--- src/adcs_map.svh ---
// word widths, timing figures and command codes of the converter serial block
`ifndef ADCS_MAP_SVH
`define ADCS_MAP_SVH

// =========================================
// timing
`define ADCS_MCLK_HZ 20000000
`define ADCS_DATA_RATE_SPS 1000
`define ADCS_LAT_WHOLE_PERIODS 62
`define ADCS_LAT_FRAC_NUM 251
`define ADCS_LAT_FRAC_DEN 256
`define ADCS_SYNC_LAT_CLKS 466
`define ADCS_RESET_LAT_CLKS 468
`define ADCS_IDLE_READY_EDGES 64
`define ADCS_READY_LOW_CLKS 4
`define ADCS_FALL_GUARD_CLKS 3

// =========================================
// command codes
`define ADCS_CMD_READ_ONCE 8'h12
`define ADCS_CMD_CONT_START 8'h10
`define ADCS_CMD_CONT_STOP 8'h11

// =========================================
// word layout
`define ADCS_WORD_W 32
`define ADCS_CMD_W 8

`endif

--- src/adcs_pkg.sv ---
// types of the converter serial block
`include "adcs_map.svh"

package adcs_pkg;

    // =========================================
    // serial pins seen by the device
    typedef struct packed {
        logic serialClk;
        logic serialDataIn;
    } adcs_ser_in_t;

    // =========================================
    // received command byte
    typedef struct packed {
        logic strobe;
        logic [`ADCS_CMD_W-1:0] code;
    } adcs_cmd_t;

    typedef enum logic [1:0] {
        ST_HOLD,
        ST_SETTLE,
        ST_RUN
    } adcs_state_t;

endpackage

--- src/adcs_serial_core.sv ---
// serial port, sync/reset qualification and data-ready timing
`timescale 1ns/10ps
`include "adcs_map.svh"

// Behaviour
// - serial clock low over 64 data-ready falls returns interface to idle.
// - serial input sampled on serial clock rising edges.
// - serial output advances after each serial clock falling edge.
// - in continuous read, or with a read-data command pending, word MSB appears on serial output as data-ready falls.
// - sync acts three master clock edges after the edge that first samples it high, once held two samples.
// - continuous-sync mode ignores sync edges aligned to the data period.
// - after sync, first data-ready after 62.98046875 periods plus 466 clocks.
// - reset pin sampled only on master clock edges.
// - after reset, first data-ready after 62.98046875 periods plus 468 clocks.
// - read-data command gets a new word within one data period.
module adcs_serial_core #(
    parameter int DATA_PERIOD = `ADCS_MCLK_HZ / `ADCS_DATA_RATE_SPS,
    parameter int SYNC_LAT = DATA_PERIOD * `ADCS_LAT_WHOLE_PERIODS
        + (DATA_PERIOD * `ADCS_LAT_FRAC_NUM) / `ADCS_LAT_FRAC_DEN + `ADCS_SYNC_LAT_CLKS,
    parameter int RESET_LAT = DATA_PERIOD * `ADCS_LAT_WHOLE_PERIODS
        + (DATA_PERIOD * `ADCS_LAT_FRAC_NUM) / `ADCS_LAT_FRAC_DEN + `ADCS_RESET_LAT_CLKS
) (
    // clock and reset
    input wire logic core_clk,
    input wire logic reset,
    // pins from host
    input wire adcs_pkg::adcs_ser_in_t serIn,
    input wire logic syncPin,
    input wire logic resetPinN,
    // configuration level
    input wire logic syncContinuous,
    // conversion word from filter
    input wire logic [`ADCS_WORD_W-1:0] convWord,
    // pins to host
    output logic conversionReadyN,
    output logic serialDataOut,
    // received commands
    output adcs_pkg::adcs_cmd_t cmdOut
);
    import adcs_pkg::*;

    localparam int CW = 32;

    // =========================================
    // pin qualification, three stages each
    logic [2:0] clkSync_r, dinSync_r, syncSync_r, rstSync_r;
    logic clkLvl_r, syncLvl_r, rstLvl_r;
    logic clkRise, clkFall, syncRise, rstRise;

    always_ff @(posedge core_clk)
    begin
        if (reset)
        begin
            clkSync_r <= 3'h0;
            dinSync_r <= 3'h0;
            syncSync_r <= 3'h0;
            rstSync_r <= 3'h7;
        end
        else
        begin
            clkSync_r <= {clkSync_r[1:0], serIn.serialClk};
            dinSync_r <= {dinSync_r[1:0], serIn.serialDataIn};
            syncSync_r <= {syncSync_r[1:0], syncPin};
            rstSync_r <= {rstSync_r[1:0], resetPinN};
        end
    end

    assign clkRise = (clkSync_r[2] == clkSync_r[1]) && clkSync_r[2] && !clkLvl_r;
    assign clkFall = (clkSync_r[2] == clkSync_r[1]) && !clkSync_r[2] && clkLvl_r;
    // two agreeing stages need the level held two clocks
    assign syncRise = (syncSync_r[2] == syncSync_r[1]) && syncSync_r[2] && !syncLvl_r;
    assign rstRise = (rstSync_r[2] == rstSync_r[1]) && rstSync_r[2] && !rstLvl_r;

    always_ff @(posedge core_clk)
    begin
        if (reset)
        begin
            clkLvl_r <= 1'b0;
            syncLvl_r <= 1'b0;
            rstLvl_r <= 1'b1;
        end
        else
        begin
            if (clkSync_r[2] == clkSync_r[1])
                clkLvl_r <= clkSync_r[2];
            if (syncSync_r[2] == syncSync_r[1])
                syncLvl_r <= syncSync_r[2];
            if (rstSync_r[2] == rstSync_r[1])
                rstLvl_r <= rstSync_r[2];
        end
    end

    // =========================================
    // conversion timing
    adcs_state_t state_r;
    logic [CW-1:0] latCnt_r, periodCnt_r, syncPhase_r;
    logic phaseValid_r, readyTick, resync;

    // continuous mode keeps phase if edges stay on the data grid
    assign resync = syncRise && (state_r != ST_HOLD)
        && (!syncContinuous || (state_r == ST_RUN && phaseValid_r
        && periodCnt_r != syncPhase_r));
    assign readyTick = (state_r == ST_SETTLE && latCnt_r == '0)
        || (state_r == ST_RUN && periodCnt_r == CW'(DATA_PERIOD - 1));

    always_ff @(posedge core_clk)
    begin
        if (reset)
        begin
            state_r <= ST_SETTLE;
            latCnt_r <= CW'(RESET_LAT - 1);
            periodCnt_r <= '0;
        end
        else if (state_r == ST_HOLD && rstRise)
        begin
            // rise is seen while the level flop is still low
            state_r <= ST_SETTLE;
            latCnt_r <= CW'(RESET_LAT - 1);
        end
        else if (!rstLvl_r)
        begin
            state_r <= ST_HOLD;
            periodCnt_r <= '0;
        end
        else if (resync)
        begin
            state_r <= ST_SETTLE;
            latCnt_r <= CW'(SYNC_LAT - 1);
        end
        else if (state_r == ST_SETTLE)
        begin
            latCnt_r <= latCnt_r - CW'(1);
            if (latCnt_r == '0)
            begin
                state_r <= ST_RUN;
                periodCnt_r <= '0;
            end
        end
        else if (state_r == ST_RUN)
        begin
            periodCnt_r <= readyTick ? '0 : periodCnt_r + CW'(1);
        end
    end

    always_ff @(posedge core_clk)
    begin
        if (reset || !rstLvl_r || resync || state_r != ST_RUN)
        begin
            phaseValid_r <= 1'b0;
            syncPhase_r <= '0;
        end
        else if (syncRise && !phaseValid_r)
        begin
            phaseValid_r <= 1'b1;
            syncPhase_r <= periodCnt_r;
        end
    end

    // =========================================
    // data-ready pulse, low once per period
    logic [3:0] lowCnt_r;

    always_ff @(posedge core_clk)
    begin
        if (reset || !rstLvl_r || resync)
        begin
            conversionReadyN <= 1'b1;
            lowCnt_r <= '0;
        end
        else if (readyTick)
        begin
            conversionReadyN <= 1'b0;
            lowCnt_r <= 4'(`ADCS_READY_LOW_CLKS - 1);
        end
        else if (lowCnt_r != '0)
            lowCnt_r <= lowCnt_r - 4'h1;
        else
            conversionReadyN <= 1'b1;
    end

    // =========================================
    // idle detect: clock low across many data-ready falls
    logic [6:0] idleCnt_r;
    logic idleHit;

    assign idleHit = readyTick && !clkLvl_r && idleCnt_r == 7'(`ADCS_IDLE_READY_EDGES - 1);

    always_ff @(posedge core_clk)
    begin
        if (reset || clkLvl_r || clkRise || idleHit)
            idleCnt_r <= '0;
        else if (readyTick)
            idleCnt_r <= idleCnt_r + 7'h1;
    end

    // =========================================
    // command receive
    logic [`ADCS_CMD_W-1:0] cmdShift_r;
    logic [2:0] bitCnt_r;
    logic cmdDone;
    logic [`ADCS_CMD_W-1:0] cmdCode;

    assign cmdCode = {cmdShift_r[`ADCS_CMD_W-2:0], dinSync_r[2]};
    assign cmdDone = clkRise && bitCnt_r == 3'h7;

    always_ff @(posedge core_clk)
    begin
        if (reset || !rstLvl_r || idleHit)
        begin
            cmdShift_r <= '0;
            bitCnt_r <= '0;
        end
        else if (clkRise)
        begin
            cmdShift_r <= cmdCode;
            bitCnt_r <= bitCnt_r + 3'h1;
        end
    end

    always_ff @(posedge core_clk)
    begin
        if (reset)
            cmdOut <= '0;
        else
        begin
            cmdOut.strobe <= cmdDone;
            if (cmdDone)
                cmdOut.code <= cmdCode;
        end
    end

    // =========================================
    // read modes and word output
    logic contRead_r, readPending_r;
    logic [`ADCS_WORD_W-1:0] outShift_r;
    logic [1:0] fallGuard_r;

    always_ff @(posedge core_clk)
    begin
        if (reset || !rstLvl_r)
        begin
            contRead_r <= 1'b1;
            readPending_r <= 1'b0;
        end
        else
        begin
            if (cmdDone && cmdCode == `ADCS_CMD_CONT_START)
                contRead_r <= 1'b1;
            else if (cmdDone && cmdCode == `ADCS_CMD_CONT_STOP)
                contRead_r <= 1'b0;
            // a command in the load cycle still waits for the next word
            if (cmdDone && cmdCode == `ADCS_CMD_READ_ONCE)
                readPending_r <= 1'b1;
            else if (readyTick)
                readPending_r <= 1'b0;
        end
    end

    always_ff @(posedge core_clk)
    begin
        if (reset)
        begin
            outShift_r <= '0;
            serialDataOut <= 1'b0;
            fallGuard_r <= 2'h0;
        end
        else if (readyTick && (contRead_r || readPending_r))
        begin
            outShift_r <= convWord;
            serialDataOut <= convWord[`ADCS_WORD_W-1];
            // falls still in the pin chain came before the load
            fallGuard_r <= 2'(`ADCS_FALL_GUARD_CLKS);
        end
        else if (clkFall && fallGuard_r == 2'h0)
        begin
            outShift_r <= {outShift_r[`ADCS_WORD_W-2:0], 1'b0};
            serialDataOut <= outShift_r[`ADCS_WORD_W-2];
        end
        else if (fallGuard_r != 2'h0)
            fallGuard_r <= fallGuard_r - 2'h1;
    end

endmodule

--- config.mk ---
export PLATFORM = sky130hd
export DESIGN_NAME = adcs_serial_core
export DESIGN_NICKNAME = d
export VERILOG_FILES = /design/src/adcs_pkg.sv /design/src/adcs_serial_core.sv
export VERILOG_INCLUDE_DIRS = /design/src /design/src/src
export SDC_FILE = /design/constraint.sdc
export NUM_CORES = 1
export LEC_CHECK = 0
export ABC_AREA = 0
export BUFFER_PORTS_ARGS = -buffer_cell sky130_fd_sc_hd__buf_2
export CAP_MARGIN = 20
export CELL_PAD_IN_SITES_DETAIL_PLACEMENT = 1
export CELL_PAD_IN_SITES_GLOBAL_PLACEMENT = 2
export CORE_ASPECT_RATIO = 1.4
export CORE_MARGIN = 1.5
export CORE_UTILIZATION = 35
export DETAILED_ROUTE_END_ITERATION = 8
export PLACE_DENSITY_LB_ADDON = 0.1
export SLEW_MARGIN = 10
export SYNTH_ARGS = -nofsm -noshare
export SYNTH_HDL_FRONTEND = slang
export SYNTH_SLANG_ARGS = --single-unit
--- constraint.sdc ---
create_clock -name core_clk -period 3.1 [get_ports core_clk]
set_clock_uncertainty 0.1 [all_clocks]
set_input_delay 0.465 -clock core_clk [delete_from_list [all_inputs] [get_ports core_clk]]
set_output_delay 0.465 -clock core_clk [all_outputs]
set_load 0.1 [all_outputs]
# == After elaboration in Yosys (flattened, before gate mapping) ==
# Cells that the tools add are included.
# totals
ff_bits,181
in_bits,39
out_inout_bits,11
wordCells,139
# classes
addsub,6
n_eq_ne,20
muxes,25
n_bitwise,2
n_reduce_logical,60
# ops
op,n
2-to-1 mux 32 bit,8
2-to-1 mux 31 bit,2
"adder 32 x 1 -> 32 bit, second input constant",1
"== test 32 x 15 -> 1 bit, second input constant",1
logical NOT 32 bit,1
inequality test 32 bit,1
"subtractor 32 x 1 -> 32 bit, second input constant",1
"== test 8 x 5 -> 1 bit, second input constant",3
logical AND 1 bit,24
nonzero test 2 bit,7
logical OR 1 bit,10
2-to-1 mux 1 bit,10
2-to-1 mux 2 bit,5
"inequality test 3 x 1 -> 1 bit, second input constant",3
"inequality test 2 bit, second input constant",4
AND reduction 2 bit,4
"adder 7 x 1 -> 7 bit, second input constant",1
"== test 7 x 6 -> 1 bit, second input constant",1
logical NOT 1 bit,6
OR reduction 2 bit,3
logical NOT 2 bit,2
AND reduction 4 bit,1
nonzero test 4 bit,1
OR reduction 4 bit,1
9 further kinds,12

# == Logic depth before layout (Yosys ltp) ==
# depth
depth_word,8
mapped_depth,11
mapped_depth_nobuf,8

# == Worst setup path before layout ==
# Ideal clock, no wire load.
# synth_path
kind,flip-flop to flip-flop
from,register periodCnt_r[0]
to,register serialDataOut
setup_ns,0.086
arrival_ns,2.172
setup_slack_ns,0.742
path_stages_with_launch,12
path_buffers,3
synth_period_minus_slack_ns,2.358
cell_sequence,dfxtp_1 -> ha_1 -> and4_1 -> nand2_1 -> nor3_1 -> or2_1 -> buf_2 -> o21ai_1 -> clkbuf_1 -> clkbuf_1 -> nor2_1 -> a211oi_1
# synth_between
elab_chain_cells,5
# synth_lines
element,line_no,rtl
"start, declared",adcs_serial_core.sv:96,"logic [CW-1:0] latCnt_r, periodCnt_r, syncPhase_r;"
"start signal, assigned",adcs_serial_core.sv:141,periodCnt_r <= readyTick ? '0 : periodCnt_r + CW'(1);
== test 32 x 15 -> 1 bit (*),adcs_serial_core.sv:104,|| (state_r == ST_RUN && periodCnt_r == CW'(DATA_PERIOD - 1));
logical AND 1 bit (*),adcs_serial_core.sv:104,
logical OR 1 bit (*),adcs_serial_core.sv:104,
logical AND 1 bit (*),adcs_serial_core.sv:267,else if (readyTick && (contRead_r || readPending_r))
2-to-1 mux 1 bit or nonzero test 2 bit (tied branches),--,
"end signal, assigned",adcs_serial_core.sv:270,serialDataOut <= convWord[`ADCS_WORD_W-1];
"end signal, assigned",adcs_serial_core.sv:277,serialDataOut <= outShift_r[`ADCS_WORD_W-2];
"end, declared",adcs_serial_core.sv:36,"output logic serialDataOut,"
# Mark *: on every way between the ends. The rest lies on a longest branch, timed or not.
# A chain may end at the register's enable or synchronous reset.

# == Worst setup path in the final report ==
# layout_path
from,register periodCnt_r[21]
to,register periodCnt_r[28]
# layout_between
elab_chain_cells,8
# layout_lines
element
"parallel branches: the longest is 8 deep, another holds adder 32 x 1 -> 32 bit"
# Several ways; the timed one is not identified. The select of a mux whose other input is x is not followed.

==> results.md <==
* Pwr dens at 519 nW/um^2
* CP max stage cell: or4b_1
* Reg clk slew, reported paths at 70 ps
* Most frequent cells in the layout: 181 x dfxtp_1, 139 x nand2_1, 99 x a21oi_1
* Placed insts at 1361
* EDFF count, synth at 0
* Most area-consuming cells after synthesis: dfxtp_1 42%, nand2_1 6.1%, a21oi_1 5.8%, nor2_1 4.1%, mux2i_1 4.1%
* CTS Buf Count at 17
* Type of origin of the critical path: register
* CTS root buf: clkbuf_16
* Area Overhead vs Synth at 16.9%
* Final Hold Viols at 0
* GPL Wtd Cong at 0.786
* Number of max-cap violations at 0
* Routed vias at 7561
* Routed len/inst at 16.9 um
* Wirelength, routed at 23600 um
* Mapped Nets at 1074
* CP Max Fanout at 52
* Largest net degree at the start of global routing at 66
* Kind of critical path: register to register
* Post-Synthesis Cells at 1022
* Cell Area, Synth at 8560 um^2
* Yosys cell types at 62
* Core Area at 24000 um^2
* DP Wirelength at 16400 um
* Fin. max-slew vios at 0
* Slowest cell delay on critical path at 520 ps
* FF/Latch Area at 3620 um^2
* Nets at 1122
* Total clock sinks at 181
* Status: complete, no violations
* Most common cell after layout, fill and taps aside: dfxtp_1
* Worst Slack Setup Final at 227 ps
* GRT Residual Overflow at 0
* Minimum clock period at 2870 ps
* Rel. slew slack at 57.4%
* Setup-failing EPs final at 0
* RSZ-0062 raised after global routing: no
* Fill cell count at 2937
* Cell Rows at 67
* Yosys top cell area share at 42.4%
* Via count of the first global-routing pass at 7640
* Antenna-violating nets left at 0
* Pre-CTS setup slack at 241 ps
* Leak pwr at 3.83 nW
* Ant. Diodes at 0
* Fmax at 348 MHz
* Ys Warns at 0
* Die Y at 188 um
* Total power at 5.19 mW
* IO buf count at 49
* Yosys reg bits at 181
* First-pass iteration count of the detailed router at 4
* Ports at 50
* Total negative slack at 0 ps
* Area of the multi-input gates at 4610 um^2
* Fin crit share at 92.7%
* Clk Latency, worst-skew pair at 440 ps
* Post-Syn Area per Cell at 8.37 um^2
* DRC viols at 0
* FFs w/ async S/R, synth at 0%
* Buf+Inv Stages, Crit Path at 1
* Hold Path Class: primary input to register
* Layout cells sized above 1 at 15.4%
* H-Tree Depth at 4
* Starting Density at 35.7%
* Worst VDD drop at 0.377 mV
* Arrival time at the worst endpoint at 3150 ps
* Final non-filler cell total at 1393
* Worst-path cell chain: xor2_1 > nor4_1 > nand4_1 > o211ai_2 > nand2_4 > buf_12 > or4b_1 > a21oi_1
* Sequential-to-total area share from yosys stat at 42.4%
* Post-synth top area cell: dfxtp_1
* CTS tree: done
* Util after Layout at 41.7%
* Iter 0 DRT Violations at 276
* Slew @ Worst Pin at 637 ps
* Gr usage total at 19.4%
* Die width at 135 um
* DR vias/cell at 5.43
* Postcts setup bufs at 0
* Clock buffer depth at 2
* Full die area at 25400 um^2
* Antenna violations before repair at 0
* Setup crit end kind: register
* Ys flop type: dfxtp_1
* Worst EP required at 3370 ps
* Top Family by Delay on Critical Path: simple AND/OR/NAND/NOR gates
* First-pass GRT wire length at 39300 um
-- state kept, by name (all words and copies together) (netlist names), 4 cells and up --
| register | cells |
|---|---|
| cmdOut | 9 |
| cmdShift_r | 7 |
| idleCnt_r | 7 |
| latCnt_r | 32 |
| lowCnt_r | 4 |
| outShift_r | 31 |
| periodCnt_r | 32 |
| syncPhase_r | 32 |
-- path summary, 6_finish.rpt --
check,start,end,slack [ps],depth (start not counted)
min reg2reg,rstSync_r[0],rstSync_r[1],330,1
min,resetPinN,rstSync_r[0],110,2
max,periodCnt_r[21],periodCnt_r[28],230,8
max reg2reg,periodCnt_r[21],periodCnt_r[28],230,8
-- worst register-to-register path, cell delays in order (launching register included) --
cell and delay [ps]:
dfxtp_1 500, xor2_1 120, nor4_1 490, nand4_1 310
o211ai_2 320, nand2_4 80, buf_12 190, or4b_1 550
a21oi_1 160
-- synthesized netlist by cell type, types with 19 or more instances --
| cell type | n |
|---|---|
| nand2_1 | 139 |
| or3_1 | 19 |
| dfxtp_1 | 181 |
| nor4_1 | 23 |
| xor2_1 | 35 |
| or4_1 | 23 |
| nand3_1 | 30 |
| o21ai_0 | 24 |
| clkbuf_1 | 60 |
| a21oi_1 | 99 |
| a211oi_1 | 32 |
| mux2i_1 | 35 |
| o31ai_1 | 25 |
| nor2_1 | 94 |
-- final cells by class --
cell class	instances	share of cell area, %
multi-input cells	751	46.1
flip-flops and latches	181	36.2
repair buffers	102	6.68
clock buffers	17	4.25
well taps	310	3.88
clock inverters	15	2.28
inverters	17	0.638
-- cell families after synthesis --
| family | synth area share, % |
|---|---|
| compound gates | 16.2 |
| xor+xnor | 4.71 |
| fa+ha+maj | 1.90 |
| buf+inv | 4.26 |
| flops | 42.4 |
| mux | 4.23 |
| simple gates | 26.4 |
-- through the flow --
stage	instance area [um^2]	hold slack (ps)
3_3_place_gp	9350	319
6_report	10000	110
3_5_place_dp	9350	315
4_1_cts	10000	90.7
2_1_floorplan	8560	289
5_1_grt	10000	93.8
-- routing by layer --
metal	track usage, %	wire length [um]	vias to the layer above
li1	-	-	3745
met1	24.2	10800	3700
met2	34.1	11900	91
met3	2.76	476	25
met4	6.12	393	0
met5	0	0	-
-- report_power, final --
| group | switching (mW) | internal [mW] | total, mW |
|---|---|---|---|
| sequential | 0.0383 | 2.38 | 2.42 |
| clock | 0.986 | 1.44 | 2.42 |
| combinational | 0.194 | 0.160 | 0.353 |
| total | 1.22 | 3.97 | 5.19 |
-- timing repair --
action | in CTS | in global routing
resized for setup | 0 | 1
endpoints found under the setup margin | 0 | 1
hold buffers | 0 | 0
No activity file was read; power rests on OpenSTA's default activity.
